File: src/deewc_pkg.sv
`default_nettype none
package deewc_pkg;
	// Address split: 10-bit address, 6-bit page, 4-bit offset
	localparam int DEEWC_ADDR_W = 10;
	localparam int DEEWC_OFS_W = 4;
	localparam int DEEWC_PAGE_W = 6;
	localparam int DEEWC_PAGE_BYTES = 16;
	localparam logic [3:0] DEEWC_OFS_LAST = 4'hf;
	localparam logic [3:0] DEEWC_OFS_ONE = 4'h1;
	localparam logic [7:0] DEEWC_ERASED = 8'h00;
	localparam logic [7:0] DEEWC_DATA_RST = 8'h00;
	localparam logic [9:0] DEEWC_ADDR_RST = 10'h000;
	// Cycle times in microseconds, fast/slow select
	localparam int DEEWC_CLK_MHZ = 50;
	localparam int DEEWC_T_ER0_US = 3200;
	localparam int DEEWC_T_ER1_US = 3700;
	localparam int DEEWC_T_WR0_US = 2200;
	localparam int DEEWC_T_WR1_US = 3000;
	localparam int DEEWC_T_ER0_CYC = DEEWC_T_ER0_US * DEEWC_CLK_MHZ;
	localparam int DEEWC_T_ER1_CYC = DEEWC_T_ER1_US * DEEWC_CLK_MHZ;
	localparam int DEEWC_T_WR0_CYC = DEEWC_T_WR0_US * DEEWC_CLK_MHZ;
	localparam int DEEWC_T_WR1_CYC = DEEWC_T_WR1_US * DEEWC_CLK_MHZ;
	localparam int DEEWC_CNT_W = 18;
	// Operation state, one-hot
	typedef enum logic [3:0] {
		DEEWC_IDLE = 4'b0001,
		DEEWC_ERASE = 4'b0010,
		DEEWC_WRITE = 4'b0100,
		DEEWC_DONE = 4'b1000
	} deewc_state_t;
endpackage
`default_nettype wire

File: src/deewc_ctrl.sv
`timescale 1ns/100ps
`default_nettype none
module deewc_ctrl
	import deewc_pkg::*;
#(
	parameter int T_ER0 = DEEWC_T_ER0_CYC, // Erase cycles, fast select
	parameter int T_ER1 = DEEWC_T_ER1_CYC, // Erase cycles, slow select
	parameter int T_WR0 = DEEWC_T_WR0_CYC, // Write cycles, fast select
	parameter int T_WR1 = DEEWC_T_WR1_CYC // Write cycles, slow select
) (
	input wire logic ref_clk, // System clock
	input wire logic nrst, // Async reset, active low
	input wire logic mode_page, // 1 page mode, 0 byte mode
	input wire logic time_sel, // Erase/write time select
	input wire logic erase_enable_set, // Pulse: set erase enable
	input wire logic erase_enable_clr, // Pulse: clear erase enable
	input wire logic erase_start_set, // Pulse: set erase start
	input wire logic write_enable_set, // Pulse: set write enable
	input wire logic write_enable_clr, // Pulse: clear write enable
	input wire logic write_start_set, // Pulse: set write start
	input wire logic addr_wr, // Pulse: load address
	input wire logic [9:0] addr_in, // Address to load
	input wire logic data_wr, // Pulse: data register write
	input wire logic [7:0] data_in, // Data register value
	input wire logic irq_ack, // Pulse: interrupt serviced
	input wire logic timer_done, // Async internal timer done level
	output logic erase_enable, // Erase enable bit
	output logic erase_start, // Erase start bit, busy
	output logic write_enable_bit, // Write enable bit
	output logic write_start, // Write start bit, busy
	output logic [9:0] eeprom_addr, // Current address
	output logic eeprom_irq_flag, // Interrupt request flag
	output logic timer_run, // Request to internal timer
	output logic mem_we, // Array byte program strobe
	output logic [9:0] mem_addr, // Array byte address
	output logic [7:0] mem_wdata // Array byte data
);
	////////////////////////////////////////////////////////////////////////
	deewc_state_t state_ff; // Operation state
	logic er_en_ff, er_st_ff, wr_en_ff, wr_st_ff; // Control bits
	logic er_en_d1_ff, wr_en_d1_ff; // Last-cycle enable-set markers
	logic [9:0] addr_ff; // Page and offset
	logic [7:0] data_ff; // Data register
	logic [7:0] buf_ff [DEEWC_PAGE_BYTES]; // Page buffer data
	logic [15:0] tag_ff; // Byte tagged by a data write
	logic sat_ff; // Offset held at last, writes ignored
	logic tmr_s1_ff, tmr_s2_ff, tmr_s3_ff; // Timer done sync
	logic [DEEWC_CNT_W-1:0] cnt_ff; // Self timer for the cycle
	logic [4:0] idx_ff; // Byte index during commit
	logic irq_ff; // Interrupt flag
	logic done_evt; // Synced cycle end
	logic start_er, start_wr; // Accepted activations
	logic buf_clr; // Enable fell
	logic [DEEWC_CNT_W-1:0] cyc_len; // Selected cycle length
	logic [DEEWC_OFS_W-1:0] ofs;
	assign ofs = addr_ff[DEEWC_OFS_W-1:0];
	////////////////////////////////////////////////////////////////////////
	// Cycle length from time select
	always_comb begin
		if (er_st_ff)
			cyc_len = time_sel ? DEEWC_CNT_W'(T_ER1) : DEEWC_CNT_W'(T_ER0);
		else
			cyc_len = time_sel ? DEEWC_CNT_W'(T_WR1) : DEEWC_CNT_W'(T_WR0);
	end
	// Start only when enable was set in the previous instruction
	assign start_er = erase_start_set && er_en_d1_ff && er_en_ff && mode_page && (state_ff == DEEWC_IDLE);
	assign start_wr = write_start_set && wr_en_d1_ff && wr_en_ff && (state_ff == DEEWC_IDLE);
	// Buffer cleared only on a 1-to-0 enable change
	logic nxt_er_en, nxt_wr_en; // Next enable values
	assign buf_clr = (er_en_ff && !nxt_er_en) || (wr_en_ff && !nxt_wr_en);
	always_comb begin
		nxt_er_en = er_en_ff;
		nxt_wr_en = wr_en_ff;
		if (erase_enable_set)
			nxt_er_en = 1'b1;
		if (erase_enable_clr)
			nxt_er_en = 1'b0;
		if (write_enable_set)
			nxt_wr_en = 1'b1;
		if (write_enable_clr)
			nxt_wr_en = 1'b0;
		// Hardware clears enables when the cycle ends
		if (done_evt && er_st_ff)
			nxt_er_en = 1'b0;
		if (done_evt && wr_st_ff)
			nxt_wr_en = 1'b0;
	end
	////////////////////////////////////////////////////////////////////////
	// Timer done crosses in; the second and third stages feed the edge logic
	always_ff @(posedge ref_clk or negedge nrst) begin
		if (!nrst) begin
			tmr_s1_ff <= 1'b0;
			tmr_s2_ff <= 1'b0;
			tmr_s3_ff <= 1'b0;
		end else begin
			tmr_s1_ff <= timer_done;
			tmr_s2_ff <= tmr_s1_ff;
			tmr_s3_ff <= tmr_s2_ff;
		end
	end
	// Cycle ends on the async timer or the local bound, whichever first
	assign done_evt = (state_ff == DEEWC_DONE);
	////////////////////////////////////////////////////////////////////////
	// Enable bits, zero from power-on
	always_ff @(posedge ref_clk or negedge nrst) begin
		if (!nrst) begin
			er_en_ff <= 1'b0;
			wr_en_ff <= 1'b0;
			er_en_d1_ff <= 1'b0;
			wr_en_d1_ff <= 1'b0;
		end else begin
			er_en_ff <= nxt_er_en;
			wr_en_ff <= nxt_wr_en;
			er_en_d1_ff <= erase_enable_set;
			wr_en_d1_ff <= write_enable_set;
		end
	end
	// Start bits: set on accepted activation, cleared at cycle end
	always_ff @(posedge ref_clk or negedge nrst) begin
		if (!nrst) begin
			er_st_ff <= 1'b0;
			wr_st_ff <= 1'b0;
		end else begin
			if (start_er)
				er_st_ff <= 1'b1;
			else if (done_evt)
				er_st_ff <= 1'b0;
			if (start_wr)
				wr_st_ff <= 1'b1;
			else if (done_evt)
				wr_st_ff <= 1'b0;
		end
	end
	////////////////////////////////////////////////////////////////////////
	// Operation sequencer; commit phase walks the 16 buffer bytes
	always_ff @(posedge ref_clk or negedge nrst) begin
		if (!nrst) begin
			state_ff <= DEEWC_IDLE;
			cnt_ff <= '0;
			idx_ff <= '0;
		end else begin
			case (state_ff)
				DEEWC_IDLE: begin
					cnt_ff <= '0;
					idx_ff <= '0;
					if (start_er)
						state_ff <= DEEWC_ERASE;
					else if (start_wr)
						state_ff <= DEEWC_WRITE;
				end
				DEEWC_ERASE, DEEWC_WRITE: begin
					if (idx_ff < 5'(DEEWC_PAGE_BYTES))
						idx_ff <= idx_ff + 5'h01;
					cnt_ff <= cnt_ff + {{(DEEWC_CNT_W-1){1'b0}}, 1'b1};
					if ((tmr_s2_ff && !tmr_s3_ff) || (cnt_ff >= cyc_len - 1'b1))
						state_ff <= DEEWC_DONE;
				end
				DEEWC_DONE:
					state_ff <= DEEWC_IDLE;
				default:
					state_ff <= DEEWC_IDLE;
			endcase
		end
	end
	////////////////////////////////////////////////////////////////////////
	// Array strobes: erase writes zero to tagged bytes; byte write
	// erases then programs; page write programs tagged buffer bytes
	logic [3:0] i4;
	assign i4 = idx_ff[3:0];
	always_ff @(posedge ref_clk or negedge nrst) begin
		if (!nrst) begin
			mem_we <= 1'b0;
			mem_addr <= DEEWC_ADDR_RST;
			mem_wdata <= DEEWC_DATA_RST;
		end else begin
			mem_we <= 1'b0;
			if (state_ff == DEEWC_ERASE && !idx_ff[4] && tag_ff[i4]) begin
				mem_we <= 1'b1;
				mem_addr <= {addr_ff[9:4], i4};
				mem_wdata <= DEEWC_ERASED;
			end else if (state_ff == DEEWC_WRITE && !mode_page && idx_ff < 5'h02) begin
				mem_we <= 1'b1;
				mem_addr <= addr_ff;
				mem_wdata <= (idx_ff == 5'h00) ? DEEWC_ERASED : data_ff;
			end else if (state_ff == DEEWC_WRITE && mode_page && !idx_ff[4] && tag_ff[i4]) begin
				mem_we <= 1'b1;
				mem_addr <= {addr_ff[9:4], i4};
				mem_wdata <= buf_ff[i4];
			end
		end
	end
	////////////////////////////////////////////////////////////////////////
	// Address, data and saturating offset
	always_ff @(posedge ref_clk or negedge nrst) begin
		if (!nrst) begin
			addr_ff <= DEEWC_ADDR_RST;
			data_ff <= DEEWC_DATA_RST;
			sat_ff <= 1'b0;
		end else if (addr_wr) begin
			addr_ff <= addr_in;
			sat_ff <= 1'b0;
		end else if (data_wr && !sat_ff && state_ff == DEEWC_IDLE) begin
			data_ff <= data_in;
			if (mode_page) begin
				// Only the offset moves; it parks at the last byte
				if (ofs == DEEWC_OFS_LAST)
					sat_ff <= 1'b1;
				else
					addr_ff[3:0] <= ofs + DEEWC_OFS_ONE;
			end
		end
	end
	// Page buffer and tags, one entry per byte
	genvar g;
	generate
		for (g = 0; g < DEEWC_PAGE_BYTES; g++) begin : g_buf
			always_ff @(posedge ref_clk or negedge nrst) begin
				if (!nrst) begin
					buf_ff[g] <= DEEWC_DATA_RST;
					tag_ff[g] <= 1'b0;
				end else if (buf_clr) begin
					buf_ff[g] <= DEEWC_DATA_RST;
					tag_ff[g] <= 1'b0;
				end else if (data_wr && mode_page && !sat_ff && !addr_wr &&
						state_ff == DEEWC_IDLE && ofs == 4'(g)) begin
					buf_ff[g] <= data_in;
					tag_ff[g] <= 1'b1;
				end
			end
		end
	endgenerate
	////////////////////////////////////////////////////////////////////////
	// Interrupt flag; a new cycle end beats a same-cycle service
	always_ff @(posedge ref_clk or negedge nrst) begin
		if (!nrst)
			irq_ff <= 1'b0;
		else if (done_evt)
			irq_ff <= 1'b1;
		else if (irq_ack)
			irq_ff <= 1'b0;
	end
	assign erase_enable = er_en_ff;
	assign erase_start = er_st_ff;
	assign write_enable_bit = wr_en_ff;
	assign write_start = wr_st_ff;
	assign eeprom_addr = addr_ff;
	assign eeprom_irq_flag = irq_ff;
	assign timer_run = state_ff == DEEWC_ERASE || state_ff == DEEWC_WRITE;
endmodule
`default_nettype wire

File: config.mk
export PLATFORM = sky130hd
export DESIGN_NAME = deewc_ctrl
export DESIGN_NICKNAME = d
export VERILOG_FILES = /design/src/deewc_pkg.sv /design/src/deewc_ctrl.sv
export SDC_FILE = /design/constraint.sdc
export NUM_CORES = 1
export LEC_CHECK = 0
export BUFFER_PORTS_ARGS = -buffer_cell sky130_fd_sc_hd__buf_4
export CAP_MARGIN = 20
export CORE_MARGIN = 1.5
export CORE_UTILIZATION = 50
export CTS_BUF_LIST = sky130_fd_sc_hd__clkbuf_8 sky130_fd_sc_hd__clkbuf_16
export DETAILED_ROUTE_END_ITERATION = 6
export GPL_TIMING_DRIVEN = 1
export PLACE_DENSITY = 0.76
export SLEW_MARGIN = 15
export SYNTH_ARGS = -nofsm -noshare
export SYNTH_HDL_FRONTEND = slang
export SYNTH_SLANG_ARGS = --single-unit
File: constraint.sdc
create_clock -name ref_clk -period 3.6 [get_ports ref_clk]
set_clock_uncertainty 0.05 [all_clocks]
set_input_delay 0.54 -clock ref_clk [delete_from_list [all_inputs] [get_ports ref_clk]]
set_output_delay 0.54 -clock ref_clk [all_outputs]
set_load 0.01 [all_outputs]
# Yosys cells after proc, flatten, opt, wreduce, memory -nomap -nowiden
# Cells that the tools add are included.
# word_totals
output_inout_bits,35
inputBits,32
reg_bits,219
elab_cells,277
# classes
eq_ne,23
n_reduce_logical,83
n_addsub,4
bitwise_logic,2
n_mux,108
order_cmp,5
# op_table
cell,n
8-bit 2-to-1 mux,38
1-bit 2-to-1 mux,51
2-bit nonzero test,23
1-bit logical AND,41
"4-bit == test, second input constant",9
18-bit 2-to-1 mux,2
18-bit case mux with 2 select lines,1
8-bit binary-select mux with 4-bit select,1
10-bit 2-to-1 mux,3
4-bit 2-to-1 mux,7
"4-bit by 3-bit == test with 1-bit output, second input constant",5
"18-bit by 1-bit adder with 18-bit output, second input constant",1
18-bit >= comparator,1
"18-bit by 1-bit subtractor with 18-bit output, second input constant",1
16-bit 2-to-1 mux,1
"4-bit by 2-bit == test with 1-bit output, second input constant",3
5-bit case mux with 2 select lines,1
"4-bit by 1-bit == test with 1-bit output, second input constant",2
4-bit case mux with 2 select lines,1
1-bit zero test,7
"2-bit != test, second input constant",3
2-bit AND reduction,3
3-bit AND reduction,2
"5-bit by 1-bit adder with 5-bit output, second input constant",1
other kinds (15),17

# Logic depth before layout (Yosys ltp)
# Gate-level depths: netlist (run 1).
# depth
depth_word,7
mapped_depth,9
depth_no_buf,9

# Worst setup path before layout (run 1)
# No wires, ideal clock.
# synth_path
path_type,input -> register
startpoint,input port mode_page
endpoint,register mem_addr[7]
cell_stages,5
slack_ns,1.161
arrival_ns,2.264
path_buffers,1
setup_time_ns,0.125
required_ns,3.425
cell_sequence,or4_4 > or3_4 > a211oi_4 > buf_8 > mux2_4
# synth_between
elab_chain_cells,5
elab_cells_between_ends,9
cone_classes,mux: 2; reduce/logical: 7
# synth_rtl
element,line,rtl
"start, declared",deewc_ctrl.sv:13,"input wire logic mode_page,"
1-bit zero test,deewc_ctrl.sv:181,end else if (state_ff == DEEWC_WRITE && !mode_page && idx_ff < 5'h02) begin
1-bit logical AND (2 in a row),deewc_ctrl.sv:181,
10-bit 2-to-1 mux,deewc_ctrl.sv:181,
10-bit 2-to-1 mux,deewc_ctrl.sv:177,if (state_ff == DEEWC_ERASE && !idx_ff[4] && tag_ff[i4]) begin
"end signal, assigned",deewc_ctrl.sv:179,"mem_addr <= {addr_ff[9:4], i4};"
"end signal, assigned",deewc_ctrl.sv:183,mem_addr <= addr_ff;
"end signal, assigned",deewc_ctrl.sv:187,"mem_addr <= {addr_ff[9:4], i4};"
"end, declared",deewc_ctrl.sv:35,"output logic [9:0] mem_addr,"
# Parallel ways exist; a longest one is shown, timed or not.
# A chain may end at the register's enable or synchronous reset.

# Worst setup path in the final report (run 1)
# layout_path
startpoint,register idx_ff[1]
endpoint,register mem_wdata[3]
# layout_between
elab_chain_cells,7
elab_cells_between_ends,16
cone_classes,order compare: 1; mux: 9; bitwise: 1; reduce/logical: 5
# layout_rtl
element,line,rtl
"start, declared",deewc_ctrl.sv:49,logic [4:0] idx_ff;
"start signal, assigned",deewc_ctrl.sv:153,idx_ff <= idx_ff + 5'h01;
4-bit NOT with 5-bit output (not written as such),deewc_ctrl.sv:188,mem_wdata <= buf_ff[i4];
8-bit binary-select mux with 4-bit select,deewc_ctrl.sv:188,
8-bit 2-to-1 mux (not written as such) (2 in a row),deewc_ctrl.sv:188,
8-bit 2-to-1 mux,deewc_ctrl.sv:185,end else if (state_ff == DEEWC_WRITE && mode_page && !idx_ff[4] && tag_ff[i4]) begin
8-bit 2-to-1 mux,deewc_ctrl.sv:181,
8-bit 2-to-1 mux,deewc_ctrl.sv:177,
"end signal, assigned",deewc_ctrl.sv:184,mem_wdata <= (idx_ff == 5'h00) ? DEEWC_ERASED : data_ff;
"end signal, assigned",deewc_ctrl.sv:188,
"end, declared",deewc_ctrl.sv:36,output logic [7:0] mem_wdata
# Parallel ways exist; a longest one is shown, timed or not. The select of a mux whose other input is x is not followed.

==> impl_metrics.json, run 1 <==
{
  "p_clk_frac": 0.380,
  "async_flop_share": 1.00,
  "place_ws_ns": 0.594,
  "die_w_um": 151,
  "p_total_mw": 6.60,
  "end_kind": "register",
  "drive_gt1_frac": 0.207,
  "worstReg2RegStart": "idx_ff[1]",
  "die_h_um": 151,
  "combPwrFrac": 0.193,
  "hpwl_um": 18200,
  "path_class": "register to register",
  "start_kind": "register",
  "numClockSinks": 219,
  "yosys-top-cells-area": "dfrtp_1, mux4_2, mux2i_1",
  "die_area_um2": 22700,
  "min_path_type": "primary input to asynchronous set/reset pin",
  "power_density_nw_per_um2": 534,
  "tns_ns": 0,
  "syn2layout_area_growth_pct": 13.7,
  "period_share": 0.822,
  "clockBufferDepth": 3,
  "ir_worst_vdd_mv": 0.234,
  "via_count": 7846,
  "synth_ff_type": "dfrtp_1",
  "crit_required_ns": 3.95,
  "synth_cells": 987,
  "cp_data_arrival_time_ns": 3.31,
  "num_antenna_cells": 0,
  "htree_levels": 1,
  "yosys.area.top_type_share": 0.501,
  "gp_congestion": 0.862,
  "initial_core_util": 0.514,
  "slew_viol_final": 0,
  "drc": 0,
  "worstPathMaxFanout": 19,
  "multi_input_area_um2": 4920,
  "antenna_found_initial": 0,
  "synth_edf_count": 0,
  "wl_um": 27200,
  "r2r_cells": 4,
  "cts_tree": "yes",
  "min_period_ns": 2.96,
  "p_leak_nw": 5.69,
  "hold_viol": 0,
  "synth_area_um2": 10900,
  "r2r_end": "mem_wdata[3]",
  "fmax_mhz": 338,
  "maxSlewHeadroom": 0.285,
  "worstSetupStartpoint": "idx_ff[1]",
  "yosysTopAreaCell": "dfrtp_1",
  "final_cell_count_no_fill": 1316,
  "dp_cells": 1272,
  "status": "complete, no violations",
  "grt_pass1_vias": 7911,
  "insertion_delay_ns": 0.51,
  "rsz0062_at_grt": "false",
  "yosysSeqAreaShare": 0.504,
  "syn_nets": 1045,
  "firstDrtPassIters": 5,
  "grt_max_degree": 113,
  "ys_ff_latch": 219,
  "fillers": 1706,
  "ctsRootBufferMaster": "clkbuf_16",
  "yosys_warnings": 0,
  "grt_first_pass_wirelength_um": 43500,
  "post_cts_resize_count": 0,
  "post_drt_wl_per_cell_um": 20.7,
  "p_switching_mw": 1.93,
  "layout_setup_ws_ns": 0.639,
  "postCtsHoldBufs": 0,
  "ys_types": 69,
  "clkTransAtPathRegs_ns": 0.07,
  "maxCapViolations": 0,
  "seqCellArea_um2": 5480,
  "grtUsageTotal": 0.249,
  "worst_slew_pin_slew_ns": 1.07,
  "antenna_left": 0,
  "power.internal_mw": 4.67,
  "core_area_um2": 21200,
  "rows": 53,
  "p_seq_frac": 0.427,
  "syn_area_per_cell_um2": 11.0,
  "num-nets-final": 1081,
  "r2r_slack_ns": 0.64,
  "ios": 67,
  "numPortBuffers": 66,
  "setup_violations": 0,
  "postCtsSetupBuffers": 0,
  "vias_per_cell": 5.96,
  "mostFrequentLayoutCells": "dfrtp_1, nand2_1, nor2_1",
  "drtIter0Drc": 663,
  "numCtsBuffers": 24,
  "grt_overflow": 0,
  "netSwitchingFraction": 0.293,
  "layout.cells.most_common": "dfrtp_1"
}
## logic make-up (layout without fill, tap and decap cells)
group / Yosys count / after routing / share of synthesized area
AOI/OAI and AO/OA: 143 / 143 / 0.0789
and+or+nand+nor: 338 / 338 / 0.144
buffers and inverters: 102 / 156 / 0.0447
xor gates and xnor gates: 6 / 6 / 0.00483
DFF: 219 / 219 / 0.504
muxes: 153 / 153 / 0.194
adders and majority gates: 26 / 26 / 0.0299
## cell usage after synthesis, types with 6 or more instances
master	count
nand2_1	159
inv_1	30
mux2_4	6
clkbuf_1	25
a32o_1	7
o21a_1	7
buf_2	31
nand4_1	11
nor2_1	95
ha_1	26
mux2_2	25
a21oi_1	85
mux2i_1	81
nand3_1	14
dfrtp_1	218
and3_1	16
o21ai_0	19
buf_4	8
mux4_2	41
## worst max-delay path, stage by stage, from the launching register on
cell and delay [ns]:
dfrtp_1 0.53, or4_4 0.55, or3_4 0.37, a211oi_4 0.91, mux2_2 0.42
## final cells by class
class	count	share of cell area
inverters	30	0.00910
multi-input cells	666	0.398
repair buffers	82	0.0554
clock buffers	29	0.0550
well taps	275	0.0278
clock inverters	15	0.0114
flip-flops and latches	219	0.443
## state kept, by name (all words and copies together), names as in the netlist, 4 cells and up
register	cells
tag_ff	16
data_ff	8
eeprom_addr	10
idx_ff	5
buf_ff	128
mem_wdata	8
mem_addr	10
state_ff	4
cnt_ff	18
## per-stage QoR
stage / hold WS, ns / utilization / instance area, um^2
after floorplan: 0.194 / - / 10900
after global placement: 0.284 / 0.546 / 11500
after detailed placement: 0.289 / 0.546 / 11500
after CTS: 0.0857 / 0.585 / 12400
after global routing: 0.0844 / 0.585 / 12400
final: 0.0193 / 0.585 / 12400
## layer usage
metal | vias up | part of all wire | track usage
li1 | 3526 | - | -
met1 | 3969 | 0.42 | 0.343
met2 | 313 | 0.49 | 0.410
met3 | 38 | 0.069 | 0.0348
met4 | 0 | 0.025 | 0.0804
met5 | - | 0 | 0
## how the worst max path moves through the flow
stage / cells after the start / end
after CTS: 6 / mem_addr[1]
after global routing: 6 / mem_addr[6]
after detailed placement: 5 / mem_addr[6]
final: 4 / mem_wdata[3]
after floorplan: 5 / mem_addr[7]
after global placement: 5 / mem_addr[6]
## power by group through the flow
stage                     registers, mW  clock network (mW)  logic, mW
after global routing               2.84                2.66       1.39
after detailed placement           2.86                   0       1.27
after floorplan                    2.79                   0      0.881
after CTS                          2.82                2.54       1.28
after global placement             2.85                   0       1.25
final                              2.82                2.51       1.28
(Power assumes the default switching activity.)
==> run 2: changes to the inputs <==
Settings changed: ABC_AREA set to 1, PLACE_DENSITY 0.76 to 0.78.
Clock period 3.6 ns to 2.4 ns, I/O delays scaled along.
==> impl_metrics.json, run 2 <==
{
  "ios": 67,
  "p_leak_nw": 6.79,
  "min_period_ns": 2.22,
  "num-nets-final": 1582,
  "clockBufferDepth": 3,
  "worst_slew_pin_slew_ns": 0.819,
  "worstReg2RegStart": "state_ff[0]",
  "antenna_found_initial": 0,
  "clkTransAtPathRegs_ns": 0.06,
  "insertion_delay_ns": 0.53,
  "period_share": 0.926,
  "drtIter0Drc": 945,
  "gp_congestion": 0.875,
  "mostFrequentLayoutCells": "nand2_1, dfrtp_1, inv_1",
  "fillers": 1917,
  "numPortBuffers": 66,
  "initial_core_util": 0.507,
  "ys_ff_latch": 219,
  "wl_um": 29300,
  "synth_area_um2": 11400,
  "syn_nets": 1511,
  "worstPathMaxFanout": 19,
  "antenna_left": 0,
  "synth_most_common_cell": "nand2_1",
  "vias_per_cell": 5.38,
  "layout_setup_ws_ns": 0.177,
  "multi_input_area_um2": 4790,
  "fmax_mhz": 450,
  "yosysTopAreaCell": "dfrtp_1",
  "async_flop_share": 1.00,
  "cp-endpoint": "buf_ff[38]",
  "synth_cells": 1453,
  "grt_pass1_vias": 9766,
  "via_count": 9829,
  "ctsRootBufferMaster": "clkbuf_16",
  "synth_ff_type": "dfrtp_1",
  "hpwl_um": 19600,
  "grt_overflow": 0,
  "yosysSeqAreaShare": 0.480,
  "postCtsSetupBuffers": 0,
  "tns_ns": 0,
  "grt_first_pass_wirelength_um": 49400,
  "largest_reg_flops": 128,
  "layout.cells.most_common": "nand2_1",
  "worstSetupStartpoint": "state_ff[0]",
  "power_density_nw_per_um2": 974,
  "drc": 0,
  "seqCellArea_um2": 5480,
  "ir_worst_vdd_mv": 0.507,
  "grtUsageTotal": 0.257,
  "synth_common_cells": "nand2_1, dfrtp_1, inv_1",
  "path_class": "register to register",
  "min_path_type": "primary input to register",
  "r2r_slack_ns": 0.18,
  "cp_data_arrival_time_ns": 2.58,
  "die_w_um": 154,
  "top_register": "buf_ff",
  "final_cell_count_no_fill": 1828,
  "post_drt_wl_per_cell_um": 16.0,
  "synth_edf_count": 0,
  "dp_cells": 1772,
  "numCtsBuffers": 25,
  "reg_top3": "buf_ff (128), cnt_ff (18), tag_ff (16)",
  "yosys.area.top_type_share": 0.478,
  "timing.hold.ws_ns": 0.0147,
  "design_area_um2": 13200,
  "placed_cell_area_um2": 12200,
  "start_kind": "register",
  "crit_required_ns": 2.76,
  "slew_viol_final": 0,
  "htree_levels": 1,
  "maxCapViolations": 0,
  "drive_gt1_frac": 0.141,
  "maxSlewHeadroom": 0.454,
  "cts_tree": "yes",
  "core_area_um2": 22500,
  "setup_violations": 0,
  "yosys-top-cells-area": "dfrtp_1, nand2_1, nand3_1",
  "end_kind": "register",
  "syn_area_per_cell_um2": 7.86,
  "numClockSinks": 219,
  "num_antenna_cells": 0,
  "yosys_warnings": 0,
  "grt_max_degree": 79,
  "syn2layout_area_growth_pct": 15.5,
  "rsz0062_at_grt": "false",
  "place_ws_ns": 0.194,
  "ys_types": 40,
  "die_h_um": 154,
  "r2r_cells": 9,
  "rows": 55,
  "firstDrtPassIters": 5,
  "r2r_end": "buf_ff[38]",
  "status": "complete, no violations",
  "hold_viol": 0,
  "die_area_um2": 23700
}
[run 2: changes by cell type in the layout (fill, tap and decap cells not counted), moves of 40 or more]
cell	change
nand2_1	+261
inv_1	+157
nand3_1	+151
o21ai_1	+103
mux2i_1	-79
a21oi_1	-61
mux4_2	-41
o21ai_0	+40
[run 2: logic make-up (layout without fill, tap and decap cells)]
kind of cell / count (synthesis) / in the layout / synth area share
AND/OR/NAND/NOR: 717 / 717 / 0.281
buffers and inverters: 266 / 356 / 0.100
AO/OA/AOI/OAI: 222 / 222 / 0.108
flip-flops: 219 / 219 / 0.480
adder cells (fa/ha/maj): 26 / 26 / 0.0285
multiplexers: 2 / 2 / 0.00175
XOR/XNOR: 1 / 1 / 0.000767
[run 2: where the power goes]
part           total, mW  leakage, nW  switching, mW  internal [mW]
registers           4.45         2.94          0.291           4.16
clock network       4.02        0.445           1.54           2.48
logic               4.36         3.40           2.96           1.40
total               12.8         6.79           4.79           8.04
[run 2: per-stage QoR]
stage	util	total power [mW]
3_3_place_gp	0.542	8.67
4_1_cts	0.586	12.8
6_report	0.586	12.8
5_1_grt	0.586	13.6
3_5_place_dp	0.542	8.75
2_1_floorplan	-	7.26
[run 2: worst max-delay path, stage by stage, from the launching register on]
cell and delay, ns:
dfstp_2 0.53, nor2_2 0.05, nand3_1 0.12, o21bai_1 0.10, nand2_1 0.11, nand2_4 0.17, inv_2 0.45, nand2_2 0.29
nand2_1 0.14, o21ai_1 0.08
[run 2: worst min-delay path by stage]
stage	endpoint	slack [ns]	start	cells past startpoint
after detailed placement	buf_ff[31]	0.21	nrst	1
final	eeprom_irq_flag	0.01	irq_ack	2
after CTS	eeprom_irq_flag	0.01	irq_ack	2
after floorplan	buf_ff[0]	0.01	nrst	0
after global routing	eeprom_irq_flag	0.03	irq_ack	2
after global placement	buf_ff[31]	0.21	nrst	1
[run 2: area by class of cell]
cell class,instances,area share
multi-input cells,968,0.364
repair buffers,102,0.0672
clock buffers,30,0.0527
clock inverters,16,0.0140
well taps,285,0.0271
inverters,208,0.0594
flip-flops and latches,219,0.416
[run 2: what timing repair did]
| item | CTS | global route |
|---|---|---|
| setup endpoints to repair | 0 | 3 |
| hold buffers | 10 | 0 |
| gates resized for setup | 0 | 2 |
| hold endpoints to repair | 40 | 0 |
[run 2: routing by layer]
metal,vias up,track usage,wire [um]
met1,4632,0.353,12900
met3,77,0.0361,1850
li1,4770,-,-
met4,0,0.0989,1110
met2,350,0.413,13400
met5,-,0,0
